File: src/rtl/sdc_consts.svh
// Constants of the SYSREF delay calibration register bank
`ifndef SDC_CONSTS_SVH
`define SDC_CONSTS_SVH

// ==========================================================
// Register addresses (byte addresses on the register port)
`define SDC_ADDR_W 12
`define SDC_ADDR_CFG 12'h2b1
`define SDC_ADDR_STAT0 12'h2b2
`define SDC_ADDR_STAT1 12'h2b3
`define SDC_ADDR_STAT2 12'h2b4
`define SDC_ADDR_MAN0 12'h2b5
`define SDC_ADDR_MAN1 12'h2b6
`define SDC_ADDR_MAN2 12'h2b7

// ==========================================================
// Reset values and field positions
`define SDC_CFG_RST 4'h5
`define SDC_MAN_RST 17'h00000
`define SDC_AVG_MSB 3
`define SDC_AVG_LSB 2
`define SDC_LEN_MSB 1
`define SDC_LEN_LSB 0
`define SDC_DONE_BIT 17
`define SDC_INV_BIT 16
`define SDC_RESULT_W 17

// ==========================================================
// Timing
`define SDC_STEP_UNIT 1024
`define SDC_CAL_STEPS 19
`define SDC_SEARCH_LAST 5'd17
`define SDC_PERIOD_W 15
`define SDC_PERIOD_MAX0 15'd85
`define SDC_PERIOD_MAX1 15'd1100
`define SDC_PERIOD_MAX2 15'd5200
`define SDC_PERIOD_MAX3 15'd21580

`endif

File: src/rtl/sdc_pkg.sv
// Types of the SYSREF delay calibration register bank
package sdc_pkg;

  // ==========================================================
  // Calibration sequencer states, one-hot
  typedef enum logic [4:0] {
    SDC_IDLE   = 5'b00001,
    SDC_PERIOD = 5'b00010,
    SDC_SEARCH = 5'b00100,
    SDC_DONE   = 5'b01000,
    SDC_FAIL   = 5'b10000
  } sdc_state_e;

  typedef logic [16:0] sdc_delay_t;

endpackage

File: src/rtl/sdc_meas_if.sv
// Interface between the sequencer and its measurement helpers
`timescale 1ns/1ps
`default_nettype none
interface sdc_meas_if;
  logic clear;
  logic [1:0] avg_sel;
  logic [1:0] len_sel;
  logic majority;
  logic pulse_seen;
  logic too_long;

  modport ctrl (output clear, avg_sel, len_sel, input majority, pulse_seen, too_long);
  modport vote (input clear, avg_sel, len_sel, output majority);
  modport meter (input clear, len_sel, output pulse_seen, too_long);
endinterface
`default_nettype wire

File: src/rtl/sdc_phase_vote.sv
// Accumulates phase-detector votes over SYSREF-triggered windows
`timescale 1ns/1ps
`default_nettype none
`include "sdc_consts.svh"
module sdc_phase_vote (
  // Clock and reset
  input wire logic clock,
  input wire logic rst,
  // Link side
  input wire logic sysref,
  input wire logic phase_early,
  // Sequencer
  sdc_meas_if.vote meas
);

  logic [8:0] taken_r, taken_nxt;
  logic [8:0] win_r, win_nxt;
  logic in_win_r, in_win_nxt;
  logic [16:0] early_r, early_nxt;
  logic [16:0] late_r, late_nxt;
  logic [8:0] acc_limit;
  logic [8:0] win_len;

  // 4, 16, 64 or 256 accumulations and cycles per accumulation
  assign acc_limit = 9'h001 << {meas.avg_sel, 1'b0} + 9'h002;
  assign win_len = 9'h001 << {meas.len_sel, 1'b0} + 9'h002;
  assign meas.majority = early_r > late_r;

  always_comb begin
    taken_nxt = taken_r;
    win_nxt = win_r;
    in_win_nxt = in_win_r;
    early_nxt = early_r;
    late_nxt = late_r;
    if (meas.clear) begin
      taken_nxt = 9'h000;
      win_nxt = 9'h000;
      in_win_nxt = 1'b0;
      early_nxt = 17'h00000;
      late_nxt = 17'h00000;
    end else if (in_win_r) begin
      if (phase_early) begin
        early_nxt = early_r + 17'h00001;
      end else begin
        late_nxt = late_r + 17'h00001;
      end
      win_nxt = win_r + 9'h001;
      if (win_r == win_len - 9'h001) begin
        in_win_nxt = 1'b0;
      end
    end else if (sysref && taken_r < acc_limit) begin
      in_win_nxt = 1'b1;
      win_nxt = 9'h000;
      taken_nxt = taken_r + 9'h001;
    end
  end

  always_ff @(posedge clock or posedge rst) begin
    if (rst) begin
      taken_r <= 9'h000;
      win_r <= 9'h000;
      in_win_r <= 1'b0;
      early_r <= 17'h00000;
      late_r <= 17'h00000;
    end else begin
      taken_r <= taken_nxt;
      win_r <= win_nxt;
      in_win_r <= in_win_nxt;
      early_r <= early_nxt;
      late_r <= late_nxt;
    end
  end

endmodule // sdc_phase_vote
`default_nettype wire

File: src/rtl/sdc_period_meter.sv
// Measures the SYSREF period against the supported maximum
`timescale 1ns/1ps
`default_nettype none
`include "sdc_consts.svh"
module sdc_period_meter (
  // Clock and reset
  input wire logic clock,
  input wire logic rst,
  // Link side
  input wire logic sysref,
  // Sequencer
  sdc_meas_if.meter meas
);

  logic [`SDC_PERIOD_W-1:0] cnt_r, cnt_nxt;
  logic seen_r, seen_nxt;
  logic long_r, long_nxt;
  logic [`SDC_PERIOD_W-1:0] limit;

  always_comb begin
    case (meas.len_sel)
      2'd0: limit = `SDC_PERIOD_MAX0;
      2'd1: limit = `SDC_PERIOD_MAX1;
      2'd2: limit = `SDC_PERIOD_MAX2;
      default: limit = `SDC_PERIOD_MAX3;
    endcase
  end

  assign meas.pulse_seen = seen_r;
  assign meas.too_long = long_r;

  always_comb begin
    cnt_nxt = cnt_r;
    seen_nxt = seen_r;
    long_nxt = long_r;
    if (meas.clear) begin
      cnt_nxt = '0;
      seen_nxt = 1'b0;
      long_nxt = 1'b0;
    end else begin
      // Counter holds cycles since the last pulse, so it equals the period at the next one
      if (sysref) begin
        cnt_nxt = {{(`SDC_PERIOD_W-1){1'b0}}, 1'b1};
        seen_nxt = 1'b1;
      end else if (cnt_r != '1) begin
        cnt_nxt = cnt_r + {{(`SDC_PERIOD_W-1){1'b0}}, 1'b1};
      end
      if (seen_r && cnt_r > limit) begin
        long_nxt = 1'b1;
      end
    end
  end

  always_ff @(posedge clock or posedge rst) begin
    if (rst) begin
      cnt_r <= '0;
      seen_r <= 1'b0;
      long_r <= 1'b0;
    end else begin
      cnt_r <= cnt_nxt;
      seen_r <= seen_nxt;
      long_r <= long_nxt;
    end
  end

endmodule // sdc_period_meter
`default_nettype wire

File: src/rtl/sdc_regs.sv
// SYSREF delay calibration: registers, sequencer and delay selection
`timescale 1ns/1ps
`default_nettype none
`include "sdc_consts.svh"

// Notes on behaviour
// - Averaging code bits 3-2, reset 1, picks 4/16/64/256 accumulations per measurement.
// - Length code bits 1-0, reset 1, 4/16/64/256 cycles; periods 85/1100/5200/21580.
// - Calibration fails when the SYSREF period exceeds the supported maximum.
// - Larger codes give longer calibration and steadier results.
// - Completion bit 17 reads one only while enabled and finished.
// - Bits 16-0 hold the calibrated delay, valid only when complete.
// - Result bit 16 is inversion, 15:8 coarse, 7:0 fine.
// - Status is a read-only 24-bit register, zero after reset.
// - Manual delay is 17 bits over three bytes, resets to zero.
// - Rising enable starts calibration; host configures first, ADC calibration idle.
// - Calibration ends within 256*19*4*(avg+len+2) sample-clock cycles.
// - Enabled uses calibrated delay, manual register ignored; disabled uses manual.
// - Manual bit 16 inverts clock, 15:8 coarse, 7:0 fine.
module sdc_regs #(
  parameter int STEP_UNIT_CYCLES = `SDC_STEP_UNIT
) (
  // Clock and reset
  input wire logic clock,
  input wire logic rst,
  // Register port
  input wire logic [`SDC_ADDR_W-1:0] reg_addr,
  input wire logic [7:0] reg_wdata,
  input wire logic reg_wr,
  input wire logic reg_rd,
  output logic [7:0] reg_rdata,
  output logic reg_rvalid,
  // Calibration control
  input wire logic delay_cal_enable,
  input wire logic sysref,
  input wire logic phase_early,
  output logic delay_cal_complete,
  output logic cal_failed,
  // Delay line
  output logic [16:0] aperture_delay
);

  // ==========================================================
  // Configuration and manual delay registers
  logic [1:0] averaging_select_r, averaging_select_nxt;
  logic [1:0] accumulation_length_select_r, accumulation_length_select_nxt;
  sdc_pkg::sdc_delay_t manual_delay_setting_r, manual_delay_setting_nxt;

  always_comb begin
    averaging_select_nxt = averaging_select_r;
    accumulation_length_select_nxt = accumulation_length_select_r;
    manual_delay_setting_nxt = manual_delay_setting_r;
    if (reg_wr) begin
      case (reg_addr)
        `SDC_ADDR_CFG: begin
          averaging_select_nxt = reg_wdata[`SDC_AVG_MSB:`SDC_AVG_LSB];
          accumulation_length_select_nxt = reg_wdata[`SDC_LEN_MSB:`SDC_LEN_LSB];
        end
        `SDC_ADDR_MAN0: manual_delay_setting_nxt[7:0] = reg_wdata;
        `SDC_ADDR_MAN1: manual_delay_setting_nxt[15:8] = reg_wdata;
        `SDC_ADDR_MAN2: manual_delay_setting_nxt[16] = reg_wdata[0];
        default: ;
      endcase
    end
  end

  always_ff @(posedge clock or posedge rst) begin
    if (rst) begin
      averaging_select_r <= 2'h1;
      accumulation_length_select_r <= 2'h1;
      manual_delay_setting_r <= `SDC_MAN_RST;
    end else begin
      averaging_select_r <= averaging_select_nxt;
      accumulation_length_select_r <= accumulation_length_select_nxt;
      manual_delay_setting_r <= manual_delay_setting_nxt;
    end
  end

  // ==========================================================
  // Measurement helpers
  sdc_meas_if meas ();

  assign meas.avg_sel = averaging_select_r;
  assign meas.len_sel = accumulation_length_select_r;

  sdc_phase_vote u_vote (
    .clock(clock),
    .rst(rst),
    .sysref(sysref),
    .phase_early(phase_early),
    .meas(meas)
  );

  sdc_period_meter u_meter (
    .clock(clock),
    .rst(rst),
    .sysref(sysref),
    .meas(meas)
  );

  // ==========================================================
  // Calibration sequencer
  sdc_pkg::sdc_state_e state_r, state_nxt;
  logic enable_d_r, enable_d_nxt;
  logic [19:0] step_cnt_r, step_cnt_nxt;
  logic [4:0] step_idx_r, step_idx_nxt;
  sdc_pkg::sdc_delay_t trial_r, trial_nxt;
  sdc_pkg::sdc_delay_t result_r, result_nxt;
  logic done_r, done_nxt;
  logic fail_r, fail_nxt;
  logic start;
  logic step_end;
  logic [19:0] step_len;
  logic [3:0] code_sum;
  logic [4:0] bit_pos;

  assign start = delay_cal_enable && !enable_d_r;
  // Each of the 19 steps lasts unit*(avg+len+2) cycles, bounding the whole run
  assign code_sum = {2'b00, averaging_select_r} + {2'b00, accumulation_length_select_r}
    + 4'h2;
  assign step_len = 20'(STEP_UNIT_CYCLES) * {16'h0000, code_sum};
  assign step_end = step_cnt_r == step_len - 20'h00001;
  assign bit_pos = 5'd16 - step_idx_r;
  assign meas.clear = start || step_end;

  always_comb begin
    state_nxt = state_r;
    enable_d_nxt = delay_cal_enable;
    step_cnt_nxt = step_cnt_r;
    step_idx_nxt = step_idx_r;
    trial_nxt = trial_r;
    result_nxt = result_r;
    done_nxt = done_r;
    fail_nxt = fail_r;
    if (!delay_cal_enable) begin
      state_nxt = sdc_pkg::SDC_IDLE;
      done_nxt = 1'b0;
      fail_nxt = 1'b0;
    end else if (start) begin
      state_nxt = sdc_pkg::SDC_PERIOD;
      step_cnt_nxt = 20'h00000;
      step_idx_nxt = 5'd0;
      trial_nxt = '0;
      done_nxt = 1'b0;
      fail_nxt = 1'b0;
    end else begin
      case (state_r)
        sdc_pkg::SDC_IDLE: ;
        sdc_pkg::SDC_PERIOD: begin
          step_cnt_nxt = step_end ? 20'h00000 : step_cnt_r + 20'h00001;
          if (meas.too_long) begin
            state_nxt = sdc_pkg::SDC_FAIL;
          end else if (step_end) begin
            state_nxt = meas.pulse_seen ? sdc_pkg::SDC_SEARCH : sdc_pkg::SDC_FAIL;
          end
        end
        sdc_pkg::SDC_SEARCH: begin
          step_cnt_nxt = step_end ? 20'h00000 : step_cnt_r + 20'h00001;
          if (meas.too_long) begin
            state_nxt = sdc_pkg::SDC_FAIL;
          end else if (step_end) begin
            step_idx_nxt = step_idx_r + 5'd1;
            if (step_idx_r == 5'd0) begin
              // First step decides clock inversion, then the coarse MSB is tried
              trial_nxt[`SDC_INV_BIT] = meas.majority;
              trial_nxt[15] = 1'b1;
            end else if (step_idx_r < `SDC_SEARCH_LAST) begin
              // Binary search: keep the tried bit only while the clock still leads
              trial_nxt[bit_pos[3:0]] = meas.majority;
              if (bit_pos != 5'd0) begin
                trial_nxt[bit_pos[3:0] - 4'd1] = 1'b1;
              end
            end else begin
              state_nxt = sdc_pkg::SDC_DONE;
              result_nxt = trial_r;
              done_nxt = 1'b1;
            end
          end
        end
        sdc_pkg::SDC_DONE: ;
        sdc_pkg::SDC_FAIL: fail_nxt = 1'b1;
        default: state_nxt = sdc_pkg::SDC_IDLE;
      endcase
    end
  end

  always_ff @(posedge clock or posedge rst) begin
    if (rst) begin
      state_r <= sdc_pkg::SDC_IDLE;
      enable_d_r <= 1'b0;
      step_cnt_r <= 20'h00000;
      step_idx_r <= 5'd0;
      trial_r <= '0;
      result_r <= '0;
      done_r <= 1'b0;
      fail_r <= 1'b0;
    end else begin
      state_r <= state_nxt;
      enable_d_r <= enable_d_nxt;
      step_cnt_r <= step_cnt_nxt;
      step_idx_r <= step_idx_nxt;
      trial_r <= trial_nxt;
      result_r <= result_nxt;
      done_r <= done_nxt;
      fail_r <= fail_nxt;
    end
  end

  assign delay_cal_complete = done_r && delay_cal_enable;
  assign cal_failed = fail_r;

  // ==========================================================
  // Applied aperture delay
  sdc_pkg::sdc_delay_t delay_r, delay_nxt;

  always_comb begin
    if (!delay_cal_enable) begin
      delay_nxt = manual_delay_setting_r;
    end else if (done_r) begin
      delay_nxt = result_r;
    end else begin
      delay_nxt = trial_r;
    end
  end

  always_ff @(posedge clock or posedge rst) begin
    if (rst) begin
      delay_r <= `SDC_MAN_RST;
    end else begin
      delay_r <= delay_nxt;
    end
  end

  assign aperture_delay = delay_r;

  // ==========================================================
  // Register read-back
  logic [23:0] status_word;
  logic [7:0] rdata_r, rdata_nxt;
  logic rvalid_r, rvalid_nxt;

  // Status is read only; writes to its bytes are dropped
  assign status_word = {6'h00, delay_cal_complete, result_r};

  always_comb begin
    rdata_nxt = rdata_r;
    rvalid_nxt = reg_rd;
    if (reg_rd) begin
      case (reg_addr)
        `SDC_ADDR_CFG: rdata_nxt = {4'h0, averaging_select_r, accumulation_length_select_r};
        `SDC_ADDR_STAT0: rdata_nxt = status_word[7:0];
        `SDC_ADDR_STAT1: rdata_nxt = status_word[15:8];
        `SDC_ADDR_STAT2: rdata_nxt = status_word[23:16];
        `SDC_ADDR_MAN0: rdata_nxt = manual_delay_setting_r[7:0];
        `SDC_ADDR_MAN1: rdata_nxt = manual_delay_setting_r[15:8];
        `SDC_ADDR_MAN2: rdata_nxt = {7'h00, manual_delay_setting_r[16]};
        default: rdata_nxt = 8'h00;
      endcase
    end
  end

  always_ff @(posedge clock or posedge rst) begin
    if (rst) begin
      rdata_r <= 8'h00;
      rvalid_r <= 1'b0;
    end else begin
      rdata_r <= rdata_nxt;
      rvalid_r <= rvalid_nxt;
    end
  end

  assign reg_rdata = rdata_r;
  assign reg_rvalid = rvalid_r;

endmodule // sdc_regs
`default_nettype wire

File: config.mk
export PLATFORM = sky130hd
export DESIGN_NAME = sdc_regs
export DESIGN_NICKNAME = d
export VERILOG_FILES = /design/src/rtl/sdc_pkg.sv /design/src/rtl/sdc_meas_if.sv /design/src/rtl/sdc_phase_vote.sv /design/src/rtl/sdc_period_meter.sv /design/src/rtl/sdc_regs.sv
export VERILOG_INCLUDE_DIRS = /design/src /design/src/rtl
export SDC_FILE = /design/constraint.sdc
export NUM_CORES = 1
export LEC_CHECK = 0
export BUFFER_PORTS_ARGS = -buffer_cell sky130_fd_sc_hd__buf_2
export CORE_MARGIN = 2
export CORE_UTILIZATION = 49
export DETAILED_ROUTE_END_ITERATION = 10
export PLACE_DENSITY_LB_ADDON = 0.1
export SYNTH_ARGS = -nofsm -noshare
export SYNTH_HDL_FRONTEND = slang
export SYNTH_SLANG_ARGS = --single-unit
File: constraint.sdc
create_clock -name clock -period 6.78 [get_ports clock]
set_clock_uncertainty 0.1 [all_clocks]
set_input_delay 2.034 -clock clock [delete_from_list [all_inputs] [get_ports clock]]
set_output_delay 2.034 -clock clock [all_outputs]
set_load 0.005 [all_outputs]
Yosys cells after proc, flatten, opt, wreduce, memory -nomap -nowiden. Cells that the tools add are included. Widths: inputs -> output; s select.

Add/subtract/negate cells: 15. Magnitude comparators: 8. Equality and inequality tests: 32. Shifts and indexed selects: 2. Muxes and demuxes: 67. Bitwise operators: 5. Reduce and logical (&&, ||, !) cells: 39.

Operators by type and width (number): $mux 17 (14); $eq 12x10->1 const B (7); $mux 5 (13); $mux 15 (4); $mux 20 (3); $pmux 8 s7 (1); $mux 9 (6); $pmux 15 s3 (1); $add 17x1->17 const B (2); $add 20x1->20 const B (1); $eq 20x20->1 (1); $mux 1 (20); $ne 5x4->1 const B (4); $add 9x1->9 const B (2); $reduce_bool 2->1 (9); $shl 1x9->9 const A (2); $bwmux 17 (1); $gt 17x17->1 (1); $or 17x16->17 (1); $reduce_and 2->1 (8); $add 15x1->15 const B (1); $gt 15x15->1 (1); $ne 15x15->1 const B (1); $pmux 5 s3 (1); 40 further kinds (63).

Flip-flop bits (word level): 184. Input bits: 27. Output and inout port bits: 28. Word-level logic and storage cells: 193.

Logic depth before layout (Yosys ltp).
Depth after elaboration: 14. Mapped depth: 14. Mapped depth without buffers: 12.

Hierarchy. Synthesis repeated with hierarchy kept, for this count alone.

Cell total of the unflattened synthesis: 1131. Area total of the unflattened synthesis: 10826.6 µm².

Modules (own cells, without submodules): sdc_regs (instances 1, cells each 635, area an instance 6328.6 µm², seq. area each 2856.5 µm²); sdc_phase_vote (instances 1, cells each 378, area an instance 3423.3 µm², seq. area each 1326.3 µm²); sdc_period_meter (instances 1, cells each 118, area an instance 1074.8 µm², seq. area each 425.4 µm²).

Worst setup path before layout. OpenSTA, ideal clock, no wires.

Path type: input port to output port. Start point: input delay_cal_enable. End point: output delay_cal_complete. Arrival: 2447 ps. Data required time: 4646 ps. Setup slack: 2199 ps. Stages: 2. Path buffers: 1. Path through: clkbuf_1 -> and2_1.

Cells in the longest elaborated chain, start to end: 1.

RTL lines: start, declared (line sdc_regs.sv:34) `input wire logic delay_cal_enable,`; $logic_and 1x1->1 (line sdc_regs.sv:209) `assign delay_cal_complete = done_r && delay_cal_enable;`; end, declared (line sdc_regs.sv:37) `output logic delay_cal_complete,`.

No other way between the ends.

Final worst setup path. Ends and elaborated chain as after synthesis.

==> results.json <==
{
  "timing.final.ws_setup_ns": 2.13,
  "avgSynthCellArea_um2": 9.50,
  "h-tree-depth": 4,
  "maxSlewViolCount": 0,
  "drt_wl_total_mm": 24.2,
  "netlist_top_cells_area": "dfrtp_1 (43%), ha_1 (5.9%), nor2_1 (5.0%)",
  "post_cts_buffers": 0,
  "holdCritStartpoint": "u_vote.win_r[8]",
  "status": "complete, no violations",
  "ios": 55,
  "utilization": 0.550,
  "via_per_inst": 5.74,
  "synth_xor_area_frac": 0.0589,
  "critPathArrivalTime_ns": 2.52,
  "grt_usage": 0.223,
  "cts-root-buf": "clkbuf_16",
  "startpoint_type": "primary input",
  "rsz0062_at_grt": "no",
  "hpwl_mm": 16.9,
  "start_util": 0.501,
  "netlist.top_cell.by_area": "dfrtp_1",
  "leakagePower_nw": 5.22,
  "final-hold-violation-count": 0,
  "synth_ff_type": "dfrtp_1",
  "holdPathStages": 1,
  "peakVddDrop_uv": 142,
  "path_clk_slew_ns": 0.07,
  "path_max_fanout": 2,
  "area_growth_pct": 9.79,
  "tightest_slew_ns": 1.01,
  "antenna_found_initial": 0,
  "clock-sinks": 184,
  "first_pass_iters": 5,
  "clk_latency_ns": 0.43,
  "nets": 1218,
  "synthCells": 1111,
  "setup_tns_ns": 0,
  "cts_hold_buf": 0,
  "r2r_slack_ns": 2.42,
  "post-route-period-util": 0.686,
  "first_global_vias": 7723,
  "num_rows": 53,
  "ys_ff_latch": 184,
  "cts_tree": "done",
  "clock.fmax_ghz": 0.215,
  "fillers": 1923,
  "r2r-start": "accumulation_length_select_r[1]",
  "core-area_um2": 21100,
  "cap_violations": 0,
  "post-place-ws_ns": 2.05,
  "syn_nets": 1188,
  "die_height_um": 151,
  "grt_overflow": 0,
  "synth_cell_types": 68,
  "routabilityCongestion": 0.864,
  "endpoint_kind": "output pin",
  "drtAntennaViolNets": 0,
  "dieArea_um2": 22700,
  "power_w": 0.00244,
  "antenna_cells": 0,
  "hold_class": "flip-flop to flip-flop",
  "synth_edf_count": 0,
  "setup_violations": 0,
  "yosysTopAreaCellShare": 0.429,
  "grt_pass1_wl_mm": 40.3,
  "cts_max_path_buffers": 2,
  "drive_gt1_frac": 0.131,
  "placed_area_um2": 11000,
  "r2r-end": "u_vote.in_win_r",
  "crit_type": "primary input to output pin",
  "port_buffers": 54,
  "die_x_um": 151,
  "numCtsBuffers": 17,
  "r2r_cells": 12,
  "routedWlPerCell_um": 16.9,
  "crit_required_ns": 4.65,
  "routed-via-count": 8196,
  "stdcell_area_um2": 11600,
  "synth_top_family_by_area": "simple AND/OR/NAND/NOR gates",
  "powerDensity_nw_per_um2": 211,
  "drc": 0,
  "yosys.area_share.simple": 0.200,
  "drt-initial-drc-count": 459,
  "async_flop_share": 1.00,
  "grt_max_degree": 185,
  "seq_area_um2": 4610,
  "holdPathEnd": "u_vote.win_r[8]",
  "synth_compound_area_frac": 0.140,
  "multi_input_area_um2": 5560,
  "yosys.area_share.adder": 0.0592,
  "period_minus_slack_ns": 4.65,
  "yosys-mux-area-fraction": 0.0680,
  "yosys_warnings": 0,
  "syn-cell-area_um2": 10600,
  "post_cts_resized": 0,
  "relSlewSlack": 0.319,
  "synth.yosys.seq_area_share": 0.436
}
critical path, stage by stage:
cell    delay (ns)
buf_2         0.12
and2_1        0.22
buf_2         0.14
report_power, final:
part | switching (W) | internal (W)
registers | 0.0000583 | 0.00114
logic | 0.000172 | 0.000111
clock network | 0.000463 | 0.000492
cells by family after synthesis:
group / Yosys count
buf+inv: 101
fa+ha+maj: 50
xor+xnor: 71
flops: 184
mux: 62
compound gates: 222
simple gates: 421
per-stage QoR:
stage	hold WS (ns)	instances
global placement	0.387	1397
CTS	0.397	1429
finish	0.396	1429
global route	0.416	1429
detailed placement	0.386	1397
floorplan	0.354	1111
layer usage:
metal	GRT usage	wire [µm]	vias to the layer above
met5	0	0	-
met4	0.0640	433	0
met3	0.0377	764	36
met2	0.358	11500	136
met1	0.313	11500	4003
li1	-	-	4021
synth_stat cells, types with 14 or more instances:
| cell type | n |
|---|---|
| a211oi_1 | 16 |
| a21oi_1 | 50 |
| a22o_1 | 14 |
| and2_1 | 15 |
| and3_1 | 15 |
| clkbuf_1 | 34 |
| dfrtp_1 | 181 |
| ha_1 | 50 |
| inv_1 | 52 |
| mux2_2 | 32 |
| mux2i_1 | 20 |
| nand2_1 | 79 |
| nand3_1 | 38 |
| nand4_1 | 25 |
| nor2_1 | 142 |
| nor2b_1 | 22 |
| nor3_1 | 28 |
| o21ai_0 | 43 |
| xnor2_1 | 39 |
| xor2_1 | 32 |
registers in the layout, indices dropped and copies added (netlist names), 2 cells and up:
register,cells
step_cnt_r,20
aperture_delay,17
manual_delay_setting_r,17
result_r,17
trial_r,17
u_vote.early_r,17
u_vote.late_r,17
u_meter.cnt_r,15
u_vote.taken_r,9
u_vote.win_r,9
reg_rdata,8
state_r,5
step_idx_r,5
accumulation_length_select_r,2
averaging_select_r,2
cell usage in the layout (no fill, tap or decap), drive strengths merged, types with 14 or more instances in the layout:
cell      n
dfrtp   181
xnor2    39
a21oi    50
mux2     41
ha       50
a211oi   16
mux2i    20
nand2    79
a22o     14
nor2b    22
o21ai    44
buf      60
inv      59
nor2    142
xor2     32
clkbuf   20
and2     15
nor3     29
nand4    26
and3     15
nand3    38
worst max-delay path by stage:
stage,start,end,cells after the start
after floorplan,delay_cal_enable,delay_cal_complete,2
after CTS,delay_cal_enable,delay_cal_complete,3
final,delay_cal_enable,delay_cal_complete,3
after global routing,accumulation_length_select_r[1],u_vote.in_win_r,11
after detailed placement,delay_cal_enable,u_vote.in_win_r,6
after global placement,delay_cal_enable,u_vote.in_win_r,6
area by class of cell:
type | count | share of cell area
multi-input combinational | 826 | 0.480
inverter | 52 | 0.0172
clock buffer | 20 | 0.0385
tap | 275 | 0.0297
clock inverter | 12 | 0.00917
timing repair buffer | 60 | 0.0283
sequential | 184 | 0.398
No activity file was read; power rests on OpenSTA's default activity.
